### src/wsw_consts.svh
/*
  constants of the watchdog and sleep/wake block: fuse layout, fuse modes,
  register map, flag reset values and delay counts.
  assumes it is included once per compile unit by its bare name.
*/
`ifndef WSW_CONSTS_SVH
`define WSW_CONSTS_SVH

// fuse locations in program memory
`define WSW_FUSE_ADDR_WDT_LO 16'hfe02
`define WSW_FUSE_ADDR_WDT_HI 16'hfe03

// bit positions in the fuse byte read from fe00..fe07
`define WSW_FUSE_OSC_LO 0
`define WSW_FUSE_OSC_HI 1
`define WSW_FUSE_WDT_LO 2
`define WSW_FUSE_WDT_HI 3

// watchdog fuse codes {hi,lo}
`define WSW_WDT_P256  2'b10
`define WSW_WDT_P64   2'b01
`define WSW_WDT_P1    2'b11
`define WSW_WDT_TIMER 2'b00

// oscillator fuse codes {hi,lo}
`define WSW_OSC_LOWFREQ 2'b00
`define WSW_OSC_RC      2'b01
`define WSW_OSC_CRYSTAL 2'b10
`define WSW_OSC_EC      2'b11

// prescaler terminal counts (prescale minus one)
`define WSW_PRE_TOP_256 8'hff
`define WSW_PRE_TOP_64  8'h3f
`define WSW_PRE_TOP_1   8'h00

// start-up delay in oscillator periods
`define WSW_STARTUP_PERIODS 1024

// register byte offsets
`define WSW_REG_STATUS 8'h00
`define WSW_REG_EVENT  8'h04
`define WSW_REG_MASK   8'h08

// status register fields
`define WSW_ST_TIMEOUT 0
`define WSW_ST_PWRDN   1
`define WSW_ST_WDT   2
`define WSW_ST_OSC   4
`define WSW_ST_SLEEP 6

// event register fields
`define WSW_EV_OVF   0
`define WSW_EV_WAKE  1
`define WSW_EV_RESET 2
`define WSW_EV_TIMER 3
`define WSW_EV_W     4

// reset values
`define WSW_TIMEOUT_RST 1'b1
`define WSW_PWRDN_RST   1'b1
`define WSW_MASK_RST 4'h0

`endif

### src/wsw_pkg.sv
/*
  types of the watchdog and sleep/wake block.
  assumes nothing of its surroundings.
*/
package wsw_pkg;

  typedef enum logic [2:0] {
    WSW_PWRUP,
    WSW_STARTUP,
    WSW_RUN,
    WSW_SLEEP,
    WSW_MASTER_CLR
  } wsw_state_t;

endpackage : wsw_pkg

### src/wsw_watchdog.sv
/*
  watchdog, power-up/start-up delay and sleep/wake control of an 8-bit core,
  with an apb register slave and one interrupt output.
  assumes: the core gives one-cycle strobes on pclk for instruction ticks,
  oscillator ticks, clear-watchdog, sleep fetch and sleep execute; the rc
  oscillator and the master clear pin arrive asynchronously; fuse_byte is
  the fe00..fe07 fuse read value, stable after reset.
*/
// The implementer's own choices: the register addresses and register access over APB.
//
// Contract
// - 8-bit counter behind 8-bit prescaler, rc clocked
// - watchdog count never visible to software
// - fuses 01/11/10 give rc prescale 64/1/256
// - fuses 00 use instruction clock, prescale 256
// - timer mode overflows after 65536 cycles
// - fuse bits from fe03h and fe02h
// - clear, sleep, power-on clear count, set timeout
// - rc mode overflow resets the chip; in sleep the code wakes and resumes at n+1 instead
// - timer overflow clears timeout flag, no reset
// - timer mode halts during sleep
// - same counter serves as power-up timer
// - interrupt at sleep fetch makes sleep nop
// - program counter zero after resets and timeout; a timeout in sleep resumes at n+1 instead
// - sleep stops oscillator, clears power-down flag
// - interrupt wake runs n+1 then vector/continue
// - start-up delay only in crystal modes
// - start-up delay holds core 1024 periods
// - disabled interrupts wake without vectoring
`timescale 1ns/1ps
`include "wsw_consts.svh"

module wsw_watchdog
  import wsw_pkg::*;
(
  input  wire logic        pclk,
  input  wire logic        presetn,
  input  wire logic        psel,
  input  wire logic        penable,
  input  wire logic        pwrite,
  input  wire logic [7:0]  paddr,
  input  wire logic [31:0] pwdata,
  output logic      [31:0] prdata,
  output logic             pready,
  output logic             pslverr,
  input  wire logic        wdt_rc_osc,
  input  wire logic        master_clear_pin_n,
  input  wire logic [7:0]  fuse_byte,
  input  wire logic        instr_tick,
  input  wire logic        osc_tick,
  input  wire logic        clear_watchdog_instr,
  input  wire logic        sleep_fetch,
  input  wire logic        sleep_exec,
  input  wire logic        irq_wake_req,
  input  wire logic        global_irq_disable,
  output logic             core_reset,
  output logic             osc_enable,
  output logic             pc_zero_load,
  output logic             resume_next,
  output logic             wake_vector,
  output logic             timeout_flag,
  output logic             powerdown_flag,
  output logic             irq
);

  localparam logic [7:0] STARTUP_CNT_LAST = 8'(`WSW_STARTUP_PERIODS / 256 - 1);

  wsw_state_t  state_r;
  wsw_state_t  state_nxt;
  logic        rc_s1_r, rc_s2_r, rc_s3_r, rc_lvl_r;
  logic        mc_s1_r, mc_s2_r, mc_s3_r, mc_lvl_r;
  logic        rc_rise;
  logic        mclear_act;
  logic        fuse_ok_r;
  logic [1:0]  wdt_mode_r;
  logic [1:0]  osc_mode_r;
  logic        crystal;
  logic        rc_mode;
  logic [7:0]  pre_r;
  logic [7:0]  cnt_r;
  logic [7:0]  pre_top;
  logic        tick;
  logic        wrap;
  logic        clr_cnt;
  logic        cwdt_go;
  logic        sleep_go;
  logic        irq_fetch_r;
  logic        ovf;
  logic        wake_irq;
  logic        leave_hold;
  logic        wake_go;
  logic        resume_sel;
  logic        vec_sel;
  logic        resume_n1_r;
  logic        vec_pend_r;
  logic        was_sleep_r;
  logic        wdt_rst_r;
  logic [3:0]  evt_r;
  logic [3:0]  evt_set;
  logic [3:0]  mask_r;
  logic [31:0] rd_mux;
  logic        hit;
  logic        rd_evt;

  //////////////////////////////////////////////////////////////////////////
  // pin synchronisers: a change counts once the 2nd and 3rd flops agree

  always_ff @(posedge pclk or negedge presetn) begin
    if (!presetn) begin
      rc_s1_r  <= 1'b0;
      rc_s2_r  <= 1'b0;
      rc_s3_r  <= 1'b0;
      rc_lvl_r <= 1'b0;
    end else begin
      rc_s1_r <= wdt_rc_osc;
      rc_s2_r <= rc_s1_r;
      rc_s3_r <= rc_s2_r;
      if (rc_s2_r == rc_s3_r) begin
        rc_lvl_r <= rc_s3_r;
      end
    end
  end

  always_ff @(posedge pclk or negedge presetn) begin
    if (!presetn) begin
      mc_s1_r  <= 1'b1;
      mc_s2_r  <= 1'b1;
      mc_s3_r  <= 1'b1;
      mc_lvl_r <= 1'b1;
    end else begin
      mc_s1_r <= master_clear_pin_n;
      mc_s2_r <= mc_s1_r;
      mc_s3_r <= mc_s2_r;
      if (mc_s2_r == mc_s3_r) begin
        mc_lvl_r <= mc_s3_r;
      end
    end
  end

  assign rc_rise  = (rc_s2_r == rc_s3_r) & rc_s3_r & ~rc_lvl_r;
  assign mclear_act = ~mc_lvl_r;

  //////////////////////////////////////////////////////////////////////////
  // fuses are caught on the first edge after reset release

  always_ff @(posedge pclk or negedge presetn) begin
    if (!presetn) begin
      fuse_ok_r  <= 1'b0;
      wdt_mode_r <= `WSW_WDT_P256;
      osc_mode_r <= `WSW_OSC_RC;
    end else if (!fuse_ok_r) begin
      fuse_ok_r <= 1'b1;
      wdt_mode_r <= {fuse_byte[`WSW_FUSE_WDT_HI], fuse_byte[`WSW_FUSE_WDT_LO]};
      osc_mode_r <= {fuse_byte[`WSW_FUSE_OSC_HI], fuse_byte[`WSW_FUSE_OSC_LO]};
    end
  end

  assign crystal = (osc_mode_r == `WSW_OSC_LOWFREQ) | (osc_mode_r == `WSW_OSC_CRYSTAL);
  assign rc_mode = wdt_mode_r != `WSW_WDT_TIMER;

  //////////////////////////////////////////////////////////////////////////
  // shared prescaler and counter

  always_comb begin
    pre_top = `WSW_PRE_TOP_256;
    tick    = 1'b0;
    case (state_r)
      WSW_PWRUP: begin
        pre_top = `WSW_PRE_TOP_1;
        tick    = rc_rise;
      end
      WSW_STARTUP: begin
        tick = osc_tick;
      end
      WSW_RUN, WSW_SLEEP: begin
        case (wdt_mode_r)
          `WSW_WDT_P64: pre_top = `WSW_PRE_TOP_64;
          `WSW_WDT_P1:  pre_top = `WSW_PRE_TOP_1;
          default:      pre_top = `WSW_PRE_TOP_256;
        endcase
        if (rc_mode) begin
          tick = rc_rise;
        end else begin
          tick = instr_tick & (state_r == WSW_RUN);
        end
      end
      default: begin
        tick = 1'b0;
      end
    endcase
  end

  assign wrap = tick & (pre_r == pre_top);

  always_ff @(posedge pclk or negedge presetn) begin
    if (!presetn) begin
      irq_fetch_r <= 1'b0;
    end else begin
      irq_fetch_r <= sleep_fetch & irq_wake_req;
    end
  end

  assign cwdt_go  = clear_watchdog_instr & (state_r == WSW_RUN);
  assign sleep_go = sleep_exec & (state_r == WSW_RUN) & ~irq_fetch_r;
  assign ovf      = wrap & (cnt_r == 8'hff) & ~cwdt_go
                  & ((state_r == WSW_RUN) | (state_r == WSW_SLEEP));
  assign wake_irq = irq_wake_req & (state_r == WSW_SLEEP);
  assign clr_cnt  = cwdt_go | sleep_go | (state_nxt != state_r) | (ovf & rc_mode);

  always_ff @(posedge pclk or negedge presetn) begin
    if (!presetn) begin
      pre_r <= 8'h00;
      cnt_r <= 8'h00;
    end else if (clr_cnt) begin
      pre_r <= 8'h00;
      cnt_r <= 8'h00;
    end else if (wrap) begin
      pre_r <= 8'h00;
      cnt_r <= cnt_r + 8'h01;
    end else if (tick) begin
      pre_r <= pre_r + 8'h01;
    end
  end

  //////////////////////////////////////////////////////////////////////////
  // state sequence

  always_comb begin
    state_nxt = state_r;
    case (state_r)
      WSW_PWRUP: begin
        if (wrap & (cnt_r == 8'hff)) begin
          state_nxt = crystal ? WSW_STARTUP : WSW_RUN;
        end
      end
      WSW_STARTUP: begin
        if (wrap & (cnt_r == STARTUP_CNT_LAST)) begin
          state_nxt = WSW_RUN;
        end
      end
      WSW_RUN: begin
        if (sleep_go) begin
          state_nxt = WSW_SLEEP;
        end
      end
      WSW_SLEEP: begin
        if (ovf | wake_irq) begin
          state_nxt = crystal ? WSW_STARTUP : WSW_RUN;
        end
      end
      WSW_MASTER_CLR: begin
        if (!mclear_act) begin
          state_nxt = (was_sleep_r & crystal) ? WSW_STARTUP : WSW_RUN;
        end
      end
      default: begin
        state_nxt = WSW_PWRUP;
      end
    endcase
    if (mclear_act & (state_r != WSW_PWRUP)) begin
      state_nxt = WSW_MASTER_CLR;
    end
  end

  always_ff @(posedge pclk or negedge presetn) begin
    if (!presetn) begin
      state_r <= WSW_PWRUP;
    end else begin
      state_r <= state_nxt;
    end
  end

  assign leave_hold = (state_r != WSW_RUN) & (state_nxt == WSW_RUN);
  // a wake straight into run leaves in the very edge that records it
  assign wake_go    = (state_r == WSW_SLEEP) & (ovf | wake_irq) & ~mclear_act;
  assign resume_sel = resume_n1_r | wake_go;
  assign vec_sel    = wake_go ? (wake_irq & ~global_irq_disable) : vec_pend_r;

  // how execution resumes once the hold ends
  always_ff @(posedge pclk or negedge presetn) begin
    if (!presetn) begin
      resume_n1_r <= 1'b0;
      vec_pend_r  <= 1'b0;
      was_sleep_r <= 1'b0;
    end else begin
      if (wake_go) begin
        resume_n1_r <= 1'b1;
        vec_pend_r  <= wake_irq & ~global_irq_disable;
      end else if (state_nxt == WSW_MASTER_CLR) begin
        resume_n1_r <= 1'b0;
        vec_pend_r  <= 1'b0;
      end
      if ((state_nxt == WSW_MASTER_CLR) & (state_r != WSW_MASTER_CLR)) begin
        was_sleep_r <= state_r == WSW_SLEEP;
      end
    end
  end

  //////////////////////////////////////////////////////////////////////////
  // core-facing outputs

  always_ff @(posedge pclk or negedge presetn) begin
    if (!presetn) begin
      wdt_rst_r    <= 1'b0;
      pc_zero_load <= 1'b0;
      resume_next  <= 1'b0;
      wake_vector  <= 1'b0;
    end else begin
      wdt_rst_r    <= ovf & rc_mode & (state_r == WSW_RUN);
      pc_zero_load <= (leave_hold & ~resume_sel)
                    | (ovf & rc_mode & (state_r == WSW_RUN));
      resume_next  <= leave_hold & resume_sel;
      wake_vector  <= leave_hold & resume_sel & vec_sel;
    end
  end

  always_ff @(posedge pclk or negedge presetn) begin
    if (!presetn) begin
      core_reset <= 1'b1;
      osc_enable <= 1'b1;
    end else begin
      core_reset <= (state_nxt == WSW_PWRUP) | (state_nxt == WSW_STARTUP)
                  | (state_nxt == WSW_MASTER_CLR) | (ovf & rc_mode & (state_r == WSW_RUN));
      osc_enable <= state_nxt != WSW_SLEEP;
    end
  end

  always_ff @(posedge pclk or negedge presetn) begin
    if (!presetn) begin
      timeout_flag <= `WSW_TIMEOUT_RST;
    end else if (cwdt_go | sleep_go) begin
      timeout_flag <= 1'b1;
    end else if (ovf) begin
      timeout_flag <= 1'b0;
    end
  end

  always_ff @(posedge pclk or negedge presetn) begin
    if (!presetn) begin
      powerdown_flag <= `WSW_PWRDN_RST;
    end else if (sleep_go) begin
      powerdown_flag <= 1'b0;
    end
  end

  //////////////////////////////////////////////////////////////////////////
  // apb slave; events are sticky, cleared by reading them

  assign hit = (paddr == `WSW_REG_STATUS) | (paddr == `WSW_REG_EVENT)
             | (paddr == `WSW_REG_MASK);
  assign pready  = 1'b1;
  assign pslverr = psel & penable & ~hit;
  assign rd_evt  = psel & penable & ~pwrite & (paddr == `WSW_REG_EVENT);

  always_comb begin
    rd_mux = 32'h0000_0000;
    case (paddr)
      `WSW_REG_STATUS: begin
        rd_mux[`WSW_ST_TIMEOUT]   = timeout_flag;
        rd_mux[`WSW_ST_PWRDN]     = powerdown_flag;
        rd_mux[`WSW_ST_WDT +: 2]  = wdt_mode_r;
        rd_mux[`WSW_ST_OSC +: 2]  = osc_mode_r;
        rd_mux[`WSW_ST_SLEEP]     = state_r == WSW_SLEEP;
      end
      `WSW_REG_EVENT: rd_mux[`WSW_EV_W-1:0] = evt_r;
      `WSW_REG_MASK:  rd_mux[`WSW_EV_W-1:0] = mask_r;
      default:        rd_mux = 32'h0000_0000;
    endcase
  end

  // read data taken in the setup cycle so it comes from a flop
  always_ff @(posedge pclk or negedge presetn) begin
    if (!presetn) begin
      prdata <= 32'h0000_0000;
    end else if (psel & ~penable & ~pwrite) begin
      prdata <= rd_mux;
    end
  end

  always_ff @(posedge pclk or negedge presetn) begin
    if (!presetn) begin
      mask_r <= `WSW_MASK_RST;
    end else if (psel & penable & pwrite & (paddr == `WSW_REG_MASK)) begin
      mask_r <= pwdata[`WSW_EV_W-1:0];
    end
  end

  always_comb begin
    evt_set                = 4'h0;
    evt_set[`WSW_EV_OVF]   = ovf & rc_mode;
    evt_set[`WSW_EV_WAKE]  = leave_hold & resume_sel;
    evt_set[`WSW_EV_RESET] = ovf & rc_mode & (state_r == WSW_RUN);
    evt_set[`WSW_EV_TIMER] = ovf & ~rc_mode;
  end

  // only bits actually returned are cleared; a new event wins
  always_ff @(posedge pclk or negedge presetn) begin
    if (!presetn) begin
      evt_r <= 4'h0;
    end else begin
      evt_r <= (evt_r & ~(rd_evt ? prdata[`WSW_EV_W-1:0] : 4'h0)) | evt_set;
    end
  end

  assign irq = |(evt_r & mask_r);

endmodule : wsw_watchdog

### config.mk
export PLATFORM = sky130hd
export DESIGN_NAME = wsw_watchdog
export DESIGN_NICKNAME = d
export VERILOG_FILES = /design/src/wsw_pkg.sv /design/src/wsw_watchdog.sv
export VERILOG_INCLUDE_DIRS = /design/src
export SDC_FILE = /design/constraint.sdc
export NUM_CORES = 1
export LEC_CHECK = 0
export ABC_AREA = 0
export BUFFER_PORTS_ARGS = -buffer_cell sky130_fd_sc_hd__buf_2
export CORE_UTILIZATION = 38
export DETAILED_ROUTE_END_ITERATION = 10
export PLACE_DENSITY = 0.7
export RECOVER_POWER = 25
export SYNTH_ARGS = -nofsm -noshare
export SYNTH_HDL_FRONTEND = slang
export SYNTH_SLANG_ARGS = --single-unit
### constraint.sdc
create_clock -name pclk -period 2.6 [get_ports pclk]
set_input_delay 0.13 -clock pclk [delete_from_list [all_inputs] [get_ports pclk]]
set_output_delay 0.13 -clock pclk [all_outputs]
set_load 0.05 [all_outputs]
* Word level (Yosys, flattened, before mapping)
Index checks and enable logic that the tools add are counted. Widths: inputs -> output; s select.
Word-level totals: bits in registers 58, input bits 62, output and inout port bits 42, logic and storage cells 151
Operators by class: add/subtract/negate cells 2, eq/ne operators 21, multiplexer cells 27, bitwise operators 61, reductions and logical operators 12
Operator list (count):
- $mux 8 | 5
- $and 1x1->1 | 34
- $pmux 8 s2 | 2
- $mux 3 | 7
- $add 8x1->8 const B | 2
- $pmux 3 s5 | 1
- $or 1x1->1 | 13
- $pmux 4 s3 | 1
- $not 1->1 | 10
- $eq 3x2->1 const B | 3
- $and 4x4->4 | 2
- $eq 8x2->1 const B | 1
- $eq 8x3->1 const B | 1
- $eq 8x4->1 const B | 1
- $eq 8x8->1 | 1
- $eq 8x8->1 const B | 1
- $logic_not 8->1 | 1
- $reduce_bool 2->1 | 4
- $mux 1 | 7
- $eq 3x1->1 const B | 2
- $eq 3x3->1 const B | 2
- $logic_not 3->1 | 2
- $ne 3x2->1 const B | 2
- $reduce_bool 3->1 | 2
- 13 further kinds | 16

* Longest topological paths before layout
Gate-level depths: netlist (run 1).
depth after elaboration 17, depth in mapped cells 10, depth with buffers taken out 8

* Worst setup path after synthesis (run 1)
No wires, ideal clock.
path kind register to register, start point reg state_r[0], end point reg pre_r[2], setup time 0.123 ns, arrival 2.622 ns, required time 2.477 ns, slack -0.144 ns, cell stages (with the launch flop) 11, path buffers 3, period minus slack after synthesis 2.744 ns, cells stage by stage dfrtp_1 > buf_6 > or4b_1 > o211a_1 > or3_4 > buf_6 > or4b_4 > nor2_1 > a311o_2 > buf_6 > nor3_1
Between the ends: longest elaborated chain between the ends 16, elaborated cells on any way between the ends 40, classes of those cells eq/ne: 6; mux: 12; bitwise: 18; reduce/logical: 4
Ends and longest elaborated chain:
- start, declared | line wsw_watchdog.sv:68 | wsw_state_t state_r;
- start signal, assigned | line wsw_watchdog.sv:269 | state_r <= state_nxt;
- $eq 3x2->1, on equally long branches
- $reduce_or 2->1 / $and 1x1->1 (equally long branches) | line wsw_watchdog.sv:167, wsw_watchdog.sv:184
- $pmux 8 s2 / $mux 1 (equally long branches) | line wsw_watchdog.sv:167, wsw_watchdog.sv:181
- $eq 8x8->1 / $pmux 1 s3 (equally long branches) | line wsw_watchdog.sv:193, wsw_watchdog.sv:167
- $and 1x1->1 | line wsw_watchdog.sv:193 | assign wrap = tick & (pre_r == pre_top);
- $and 1x1->1 | line wsw_watchdog.sv:205, wsw_watchdog.sv:232
- $and 1x1->1 | line wsw_watchdog.sv:205 | assign ovf = wrap & (cnt_r == 8'hff) & ~cwdt_go
- $and 1x1->1 | line wsw_watchdog.sv:206 | & ((state_r == WSW_RUN) | (state_r == WSW_SLEEP));
- $or 1x1->1 | line wsw_watchdog.sv:247 | if (ovf | wake_irq) begin
- $mux 3 | line wsw_watchdog.sv:247
- $pmux 3 s5 | line wsw_watchdog.sv:230 | case (state_r)
- $mux 3 | line wsw_watchdog.sv:260 | if (mclear_act & (state_r != WSW_PWRUP)) begin
- $ne 3x3->1 | line wsw_watchdog.sv:208 | assign clr_cnt = cwdt_go | sleep_go | (state_nxt != state_r) | (ovf & rc_mode);
- $or 1x1->1 (2 in series) | line wsw_watchdog.sv:208
- $reduce_bool 3->1 (no source line) / $mux 8 (equally long branches)
- end signal, assigned | line wsw_watchdog.sv:221 | pre_r <= pre_r + 8'h01;
- end, declared | line wsw_watchdog.sv:79 | logic [7:0] pre_r;
Several ways; a longest one is shown, not always the timed one. A chain may end at the register's enable or synchronous reset.

* Worst setup path after layout (run 1)
start point reg state_r[0], end point reg wake_vector
Between the ends: longest elaborated chain between the ends 16, elaborated cells on any way between the ends 42, classes of those cells eq/ne: 7; mux: 11; bitwise: 21; reduce/logical: 3
Ends and longest elaborated chain:
- $eq 3x2->1, on equally long branches
- $reduce_or 2->1 / $and 1x1->1 (equally long branches) | line wsw_watchdog.sv:167, wsw_watchdog.sv:184
- $pmux 8 s2 / $mux 1 (equally long branches) | line wsw_watchdog.sv:167, wsw_watchdog.sv:181
- $eq 8x8->1 / $pmux 1 s3 (equally long branches) | line wsw_watchdog.sv:193, wsw_watchdog.sv:167
- $and 1x1->1 | line wsw_watchdog.sv:193
- $and 1x1->1 | line wsw_watchdog.sv:205, wsw_watchdog.sv:232
- $and 1x1->1 | line wsw_watchdog.sv:205
- $and 1x1->1 | line wsw_watchdog.sv:206
- $or 1x1->1 | line wsw_watchdog.sv:247, wsw_watchdog.sv:275
- $mux 3 | line wsw_watchdog.sv:247
- $pmux 3 s5 | line wsw_watchdog.sv:230
- $mux 3 | line wsw_watchdog.sv:260
- $eq 3x2->1 | line wsw_watchdog.sv:273 | assign leave_hold = (state_r != WSW_RUN) & (state_nxt == WSW_RUN);
- $and 1x1->1 | line wsw_watchdog.sv:273
- $and 1x1->1 | line wsw_watchdog.sv:313 | wake_vector <= leave_hold & resume_sel & vec_sel;
- $and 1x1->1 (*) | line wsw_watchdog.sv:313
- end signal, assigned | line wsw_watchdog.sv:313
- end, declared | line wsw_watchdog.sv:60 | output logic wake_vector,
Every way passes the cells marked *; elsewhere a longest branch is shown, timed or not.

==> summary.md, run 1 <==
| Metric | Value |
|---|---|
| Count of maximum capacitance violations | `1` |
| Path type of the worst setup path | `flop to flop` |
| Met1 Resource Use GR | `~22%` |
| Antenna cells | `0` |
| Total via count in the routed design | `roughly 2800` |
| CP startpoint kind | `flop` |
| Port Buf Inserts | `between 40 and 50` |
| Fraction of the cycle the final worst path needs | `105%` |
| Critical hold path startpoint | `fuse_byte[2]` |
| Origin of the critical flop-to-flop path | `state_r[0]$_DFF_PN0_` |
| Number of DRC violations after detailed-routing iteration 0 | `roughly 150` |
| Logic depth of the worst register-to-register path | `7` |
| Portion of the post-synthesis area used by sequential elements | `44.8%` |
| Register clock-pin slew on the reported worst setup and hold paths | `0.07 ns` |
| GR Util met2 | `29.6%` |
| Aggregate negative setup slack | `-1.61 ns` |
| CTS buffer count | `9` |
| Core area | `8260 µm²` |
| Path category of the worst min-delay check | `primary input to flop` |
| Worst reg2reg setup slack | `-0.12 ns` |
| Layout cell share with drive strength beyond 1 | `32.3%` |
| Violated checks | `capacitance limit, slew limit, setup timing` |
| Unique cell type count in the Yosys netlist | `55` |
| Final hold slack | `0.0251 ns` |
| Number of filler instances in the final layout | `770` |
| Cell Area, Placed | `3710 µm²` |
| Number of DRC violations after detailed routing | `0` |
| Worst clock skew on the final layout | `~0.0085 ns` |
| Gate count after technology mapping | `344` |
| Number of max-slew violations in the final report | `33` |
| Endpoints failing setup | `23` |
| GR met3 Demand/Resource | `3.86%` |
| Hold Path Stages | `2` |
| Clock tree from TritonCTS | `done` |
| Synthesis warning total | `0` |
| Detail Route Antenna Nets | `0` |
| Critical path peak fanout | `5` |
| Average size of a mapped cell | `9.50 µm²` |
| Total power after layout | `~3.6 mW` |
| Worst vdd ir | `0.363 mV` |
| RR Endpoint | `wake_vector$_DFF_PN0_` |
| GRT Util Overall | `about 18%` |
| Required arrival time at the worst endpoint | `2.86 ns` |
| Num ports | `104` |
| Maximum number of buffers from clock root to sink | `2` |
| Top-area cell type share of the netlist area | `between 30% and 40%` |
| Most heavily used metal layer in global routing | `met2` |
| Number of enable-type register cells in the synthesized netlist | `0` |
| Prevailing post-synth register cell | `sky130_fd_sc_hd__dfrtp_1` |
| Aggregate routed wire length | `7540 µm` |
| Cell area after layout | `around 4100 µm²` |
| Top cells by area in the synthesized netlist | `sky130_fd_sc_hd__dfrtp_1, sky130_fd_sc_hd__dfstp_2, sky130_fd_sc_hd__buf_4` |
| Die span in y | `94.7 µm` |
| Clk_lat worst skew | `0.34 ns` |
| Highest attainable clock frequency | `around 0.37 GHz` |
| Type of destination of the critical path | `flop` |
| Cell area power density | `883 nW/µm²` |
| RSZ-0062 raised after global routing | `true` |
| Vias in the first global route | `2726` |
| Final worst path period need | `2.72 ns` |
| CTS Root Buffer Type | `sky130_fd_sc_hd__clkbuf_8` |
| Run status | `finished, violations left` |
| Area leader, netlist | `sky130_fd_sc_hd__dfrtp_1` |
| Netlist area before placement | `3270 µm²` |
| Die X-Extent | `approximately 95 µm` |
| Proportion of register bits with asynchronous set or reset after synthesis | `100%` |
| Number of hold-slack violations in the final timing report | `0` |
| Die Area | `8970 µm²` |
| Worst slew pin tran | `about 1.8 ns` |
| Hold EP | `wdt_mode_r[0]$_DFFE_PN0N_` |
| Antenna violations before repair | `0` |
| Max H-tree Level | `3` |
| Effective utilization at floorplan | `39.6%` |
| Routed via count divided by cell count | `5.21` |
| Clock sink count | `58` |
| Pleak | `1.87 nW` |
| Placer Congestion | `0.911` |
| Number of flip-flops and latches in the synthesized netlist | `58` |
| First-pass iteration count of the detailed router | `4` |
| Final core area utilization | `49.8%` |
| Worst Setup SP | `state_r[0]$_DFF_PN0_` |
| HPWL after detailed placement | `5530 µm` |
| Largest net degree at the start of global routing | `33` |
| Rows | `33` |
| Count of nets after finishing | `497` |
| Wire length per cell after detailed routing | `about 14 µm` |
| Synthesis-to-layout area growth | `26.0%` |
| Setup WS post-layout | `-0.123 ns` |
| Wire length of the first global-routing pass | `12300 µm` |
| Max-slew headroom | `-17.8%` |
| Data arrival time of the critical path | `2.98 ns` |
| Total congestion overflow after global routing | `0` |
## stage by stage
| stage | cells | setup WS (ns) |
|---|---|---|
| after floorplan | 369 | -0.0953 |
| after global routing | 542 | -0.174 |
| after detailed placement | 512 | -0.169 |
| after global placement | 512 | -0.105 |
| final | 542 | -0.123 |
| after CTS | 538 | -0.0860 |
## worst max-delay path, cell delays in order, from the launching register on
cell and delay (ns):
sky130_fd_sc_hd__dfrtp_1 0.42, sky130_fd_sc_hd__or4b_1 0.55, sky130_fd_sc_hd__o211a_1 0.17, sky130_fd_sc_hd__or4b_4 0.55, sky130_fd_sc_hd__or4_4 0.48, sky130_fd_sc_hd__a21oi_4 0.18, sky130_fd_sc_hd__a211oi_2 0.12, sky130_fd_sc_hd__nor3_1 0.17
## timing repair
| action | 4_1_cts | 5_1_grt |
|---|---|---|
| setup endpoints to repair | 24 | 27 |
| gates resized for setup | 6 | 7 |
| pin swaps | 3 | 5 |
| setup buffers | 6 | 5 |
| hold buffers | 4 | 0 |
| hold endpoints to repair | 27 | 0 |
## routing by layer
layer  part of all wire, %  routed length (µm)  vias up
met5                     0                   0        -
met4                   2.0                 148        0
met3                   4.4                 331       16
met2                    51                3840       88
met1                    43                3220     1375
li1                      -                   -     1347
## synth_stat cells (4+ instances only)
master                     instances
sky130_fd_sc_hd__inv_1             5
sky130_fd_sc_hd__dfrtp_1          48
sky130_fd_sc_hd__nand4_1           8
sky130_fd_sc_hd__nor3_1           21
sky130_fd_sc_hd__xor2_1            5
sky130_fd_sc_hd__nor4_1            5
sky130_fd_sc_hd__nor2b_1           9
sky130_fd_sc_hd__o21ai_0          18
sky130_fd_sc_hd__nor2_1           31
sky130_fd_sc_hd__nand3_1           6
sky130_fd_sc_hd__nand2b_1          6
sky130_fd_sc_hd__a22oi_1           4
sky130_fd_sc_hd__nand2_1          37
sky130_fd_sc_hd__clkbuf_1          7
sky130_fd_sc_hd__buf_6             4
sky130_fd_sc_hd__a21oi_1          15
sky130_fd_sc_hd__mux2_2            9
sky130_fd_sc_hd__or3_1             4
sky130_fd_sc_hd__or2_2             5
sky130_fd_sc_hd__buf_4            26
sky130_fd_sc_hd__mux2i_1           6
sky130_fd_sc_hd__dfstp_2          10
## flip-flops by register name, indices dropped and copies added, names as in the netlist, 2 cells and up
| register | flops |
|---|---|
| mask_r | 4 |
| state_r | 3 |
| osc_mode_r | 2 |
| pre_r | 8 |
| wdt_mode_r | 2 |
| prdata | 7 |
| cnt_r | 8 |
| evt_r | 4 |
## cells in the final DEF (no fill, tap or decap), types with 5 or more instances in the layout
master | Yosys | final
sky130_fd_sc_hd__nor2_1 | 31 | 31
sky130_fd_sc_hd__a21oi_1 | 15 | 12
sky130_fd_sc_hd__dfstp_2 | 10 | 8
sky130_fd_sc_hd__nand2_1 | 37 | 35
sky130_fd_sc_hd__nand3_1 | 6 | 6
sky130_fd_sc_hd__mux2_2 | 9 | 9
sky130_fd_sc_hd__nand2b_1 | 6 | 6
sky130_fd_sc_hd__or2_2 | 5 | 5
sky130_fd_sc_hd__nor2b_1 | 9 | 9
sky130_fd_sc_hd__buf_2 | 1 | 44
sky130_fd_sc_hd__buf_4 | 26 | 37
sky130_fd_sc_hd__nor3_1 | 21 | 21
sky130_fd_sc_hd__nand4_1 | 8 | 8
sky130_fd_sc_hd__o21ai_0 | 18 | 18
sky130_fd_sc_hd__inv_1 | 5 | 5
sky130_fd_sc_hd__mux2i_1 | 6 | 5
sky130_fd_sc_hd__conb_1 | 2 | 27
sky130_fd_sc_hd__clkbuf_8 | 0 | 10
sky130_fd_sc_hd__xor2_1 | 5 | 5
sky130_fd_sc_hd__dfrtp_1 | 48 | 48
## logic make-up (layout without fill, tap and decap cells)
group | after synthesis | after routing | synth area share [%]
other | 2 | 27 | 0.230
multiplexers | 15 | 15 | 4.94
adder cells (fa/ha/maj) | 4 | 4 | 1.46
AND/OR/NAND/NOR | 152 | 152 | 24.7
flip-flops | 58 | 58 | 44.8
buffers and inverters | 43 | 111 | 8.89
XOR/XNOR | 8 | 8 | 2.14
AO/OA/AOI/OAI | 62 | 62 | 12.8
## how the worst max path moves through the flow
| stage | slack, ns | to | cells after the start |
|---|---|---|---|
| 6_report | -0.12 | wake_vector$_DFF_PN0_ | 7 |
| 5_1_grt | -0.17 | wake_vector$_DFF_PN0_ | 7 |
| 4_1_cts | -0.09 | wake_vector$_DFF_PN0_ | 7 |
| 3_5_place_dp | -0.17 | wake_vector$_DFF_PN0_ | 7 |
| 3_3_place_gp | -0.11 | wake_vector$_DFF_PN0_ | 7 |
| 2_1_floorplan | -0.1 | pre_r[2]$_DFFE_PN0P_ | 10 |
## power by group
| part | switching [mW] | leakage (nW) | internal [mW] | total, mW |
|---|---|---|---|---|
| clock network | 0.363 | 0.103 | 0.566 | 0.930 |
| registers | 0.0711 | 0.754 | 1.00 | 1.07 |
| logic | 0.949 | 1.01 | 0.683 | 1.63 |
## layout make-up
type	instances	area (µm²)	area share, %
inverter	5	18.8	0.456
sequential	58	1460	35.6
tap	105	131	3.19
timing repair buffer	90	604	14.7
clock inverter	4	75.1	1.82
clock buffer	12	145	3.53
multi-input combinational	268	1680	40.7
No activity file was read; power rests on OpenSTA's default activity.
==> run 2: changes to the inputs <==
--- a/config.mk
+++ b/config.mk
@@ -9,9 +9,12 @@
 export ABC_AREA = 0
 export BUFFER_PORTS_ARGS = -buffer_cell sky130_fd_sc_hd__buf_2
 export CORE_UTILIZATION = 38
+export CTS_BUF_LIST = sky130_fd_sc_hd__clkbuf_4
 export DETAILED_ROUTE_END_ITERATION = 10
 export PLACE_DENSITY = 0.7
 export RECOVER_POWER = 25
+export SKIP_CTS_REPAIR_TIMING = 1
 export SYNTH_ARGS = -nofsm -noshare
 export SYNTH_HDL_FRONTEND = slang
 export SYNTH_SLANG_ARGS = --single-unit
+export TNS_END_PERCENT = 100
==> run 2 against run 1 <==
  * The run still ends with capacitance limit, slew limit, setup timing left
  * Flip-flop and latch count did not move
  * Critical path depth rose by 2
  * Worst hold slack got worse by 0.0026 ns
  * Clock skew rose by 0.0074 ns
  * First-iteration DRC count fell by 8.1%
  * Fmax fell by 2.3%
  * Worst setup slack got worse by 0.064 ns
  * Clock-buffer cell count fell by 1
  * Routed wire length rose by 7.0%
  * Global-route usage did not move
  * Critical endpoint is now pre_r[6]$_DFFE_PN0P_
==> summary.md, run 2 (same netlist as run 1, synthesis figures left out) <==
| Metric | Value |
|---|---|
| Worst slew pin tran | `1.81 ns (+0.0439 ns)` |
| Layout cell share with drive strength beyond 1 | `34.3% (+2.0 points)` |
| RSZ-0062 raised after global routing | `true` |
| Minimum setup slack after placement | `-0.169 ns (unchanged)` |
| Port Buf Inserts | `45 (unchanged)` |
| Number of filler instances in the final layout | `763 (-0.91%)` |
| Endpoints failing setup | `26 (+13%)` |
| CP startpoint kind | `flop` |
| Register clock-pin slew on the reported worst setup and hold paths | `0.11 ns (+0.04 ns)` |
| Worst vdd ir | `0.291 mV (-20%)` |
| Core area | `8260 µm² (unchanged)` |
| Worst clock skew on the final layout | `0.0159 ns (+0.00744 ns)` |
| Max-slew headroom | `-20.7% (-2.9 points)` |
| Effective utilization at floorplan | `39.6% (unchanged)` |
| Count of maximum capacitance violations | `1 (unchanged)` |
| Wire length of the first global-routing pass | `12100 µm (-1.8%)` |
| Number of DRC violations after detailed-routing iteration 0 | `137 (-8.1%)` |
| Number of max-slew violations in the final report | `33 (unchanged)` |
| First-pass iteration count of the detailed router | `4 (unchanged)` |
| Most frequent cells in the layout | `sky130_fd_sc_hd__dfrtp_1, sky130_fd_sc_hd__buf_2, sky130_fd_sc_hd__nand2_1, sky130_fd_sc_hd__buf_4, sky130_fd_sc_hd__nor2_1` |
| Clock sink count | `58 (unchanged)` |
| Number of DRC violations after detailed routing | `0 (unchanged)` |
| Type of destination of the critical path | `flop` |
| Most common cell after layout, fill and taps aside | `sky130_fd_sc_hd__dfrtp_1` |
| Violated checks | `capacitance limit, slew limit, setup timing` |
| Logic depth of the worst register-to-register path | `9 (+2)` |
| Biggest registers after layout | `cnt_r: 8 flops, pre_r: 8 flops, prdata: 7 flops` |
| GRT Util Overall | `17.7% (unchanged)` |
| Largest net degree at the start of global routing | `33 (unchanged)` |
| Aggregate routed wire length | `8060 µm (+7.0%)` |
| Detail Route Antenna Nets | `0 (unchanged)` |
| Die span in y | `94.7 µm (unchanged)` |
| Highest attainable clock frequency | `0.359 GHz (-2.3%)` |
| Die X-Extent | `94.7 µm (unchanged)` |
| Cell area power density | `867 nW/µm² (-1.8%)` |
| Fraction of the cycle the final worst path needs | `107% (+2.5 points)` |
| Required arrival time at the worst endpoint | `2.90 ns (+0.04 ns)` |
| Setup WS post-layout | `-0.187 ns (-0.0642 ns)` |
| Total congestion overflow after global routing | `0 (unchanged)` |
| Maximum number of buffers from clock root to sink | `2 (unchanged)` |
| Num ports | `104 (unchanged)` |
| Final hold slack | `0.0225 ns (-0.00263 ns)` |
| Total via count in the routed design | `2860 (+1.2%)` |
| Antenna violations before repair | `0 (unchanged)` |
| Hold Path Stages | `3 (+1)` |
| Critical path peak fanout | `8 (+3)` |
| Max H-tree Level | `3 (unchanged)` |
| CTS Root Buffer Type | `sky130_fd_sc_hd__clkbuf_4` |
| Synthesis-to-layout area growth | `29.5%` |
| Run status | `finished, violations left` |
| HPWL after detailed placement | `5530 µm (unchanged)` |
| Die Area | `8970 µm² (unchanged)` |
| Final worst path period need | `2.79 ns (+0.0642 ns)` |
| Vias in the first global route | `2664 (-2.3%)` |
| CTS buffer count | `9 (unchanged)` |
| Path category of the worst min-delay check | `primary input to flop` |
| Antenna cells | `0 (unchanged)` |
| Path type of the worst setup path | `flop to flop` |
| Placer Congestion | `0.911 (unchanged)` |
| Clock tree from TritonCTS | `done` |
| Total power after layout | `3.66 mW (+0.88%)` |
| Pleak | `1.90 nW (+1.5%)` |
| Data arrival time of the critical path | `3.08 ns (+0.10 ns)` |
| Rows | `33 (unchanged)` |
| Number of hold-slack violations in the final timing report | `0 (unchanged)` |
| Wire length per cell after detailed routing | `14.7 µm (+5.8%)` |
| Count of nets after finishing | `503 (+1.2%)` |
| Clk_lat worst skew | `0.42 ns (+0.08 ns)` |
| Routed via count divided by cell count | `5.22 (about the same)` |
-- run 2: changes by cell type in the layout (fill, tap and decap cells not counted), sizes merged --
cell         previous run  this run
dlygate4sd3             4        12
buf                    85        82
clkinv                  0         1
-- run 2: through the flow --
stage	TNS, ns	cell area, µm²	util [%]	instances
after detailed placement	-2.82	3710	45.0	512
after floorplan	-0.931	3380	-	369
final	-3.43	4230	51.2	548
after global placement	-1.51	3710	45.0	512
after CTS	-3.51	3870	46.9	528
after global routing	-5.21	4230	51.2	548
-- run 2: area by class of cell --
| class | count | area (µm²) | area share (%) |
|---|---|---|---|
| Tap cell | 105 | 131 | 3.11 |
| Sequential cell | 58 | 1460 | 34.6 |
| Clock buffer | 11 | 82.6 | 1.95 |
| Inverter | 5 | 18.8 | 0.444 |
| Timing Repair Buffer | 96 | 691 | 16.3 |
| Clock inverter | 5 | 78.8 | 1.86 |
| Multi-Input combinational cell | 268 | 1760 | 41.7 |
-- run 2: critical path, cell delays in order (launching register included) --
cell                        delay (ns)
sky130_fd_sc_hd__dfrtp_1          0.42
sky130_fd_sc_hd__or4b_4           0.54
sky130_fd_sc_hd__o211a_1          0.18
sky130_fd_sc_hd__or3_4            0.38
sky130_fd_sc_hd__buf_6            0.14
sky130_fd_sc_hd__nor3_4           0.23
sky130_fd_sc_hd__a311oi_2         0.16
sky130_fd_sc_hd__a221oi_4         0.33
sky130_fd_sc_hd__clkbuf_16        0.23
sky130_fd_sc_hd__a211oi_1         0.05
-- run 2: where the power goes --
| part | switching [mW] | internal (mW) |
|---|---|---|
| combinational | 1.06 | 0.788 |
| clock | 0.345 | 0.409 |
| sequential | 0.0691 | 0.999 |
| total | 1.47 | 2.20 |
-- run 2: path summary, 6_finish.rpt --
check                                startpoint                       end  slack (ns)
hold / removal             clear_watchdog_instr  timeout_flag$_DFFE_PN1P_        0.02
setup / recovery           state_r[0]$_DFF_PN0_      pre_r[6]$_DFFE_PN0P_       -0.19
min in group asynchronous               presetn      pre_r[7]$_DFFE_PN0P_        0.73
hold reg to reg               rc_s1_r$_DFF_PN0_         rc_s2_r$_DFF_PN0_        0.36
max in group asynchronous               presetn         mc_s3_r$_DFF_PN1_        0.68
setup reg to reg           state_r[0]$_DFF_PN0_      pre_r[6]$_DFFE_PN0P_       -0.19
-- run 2: per-layer routing --
metal | vias up | routed length (µm) | global-route usage, %
li1 | 1358 | - | -
met1 | 1396 | 3310 | 21.1
met2 | 88 | 4230 | 29.5
met3 | 18 | 366 | 4.35
met4 | 0 | 163 | 9.22
met5 | - | 0 | 0
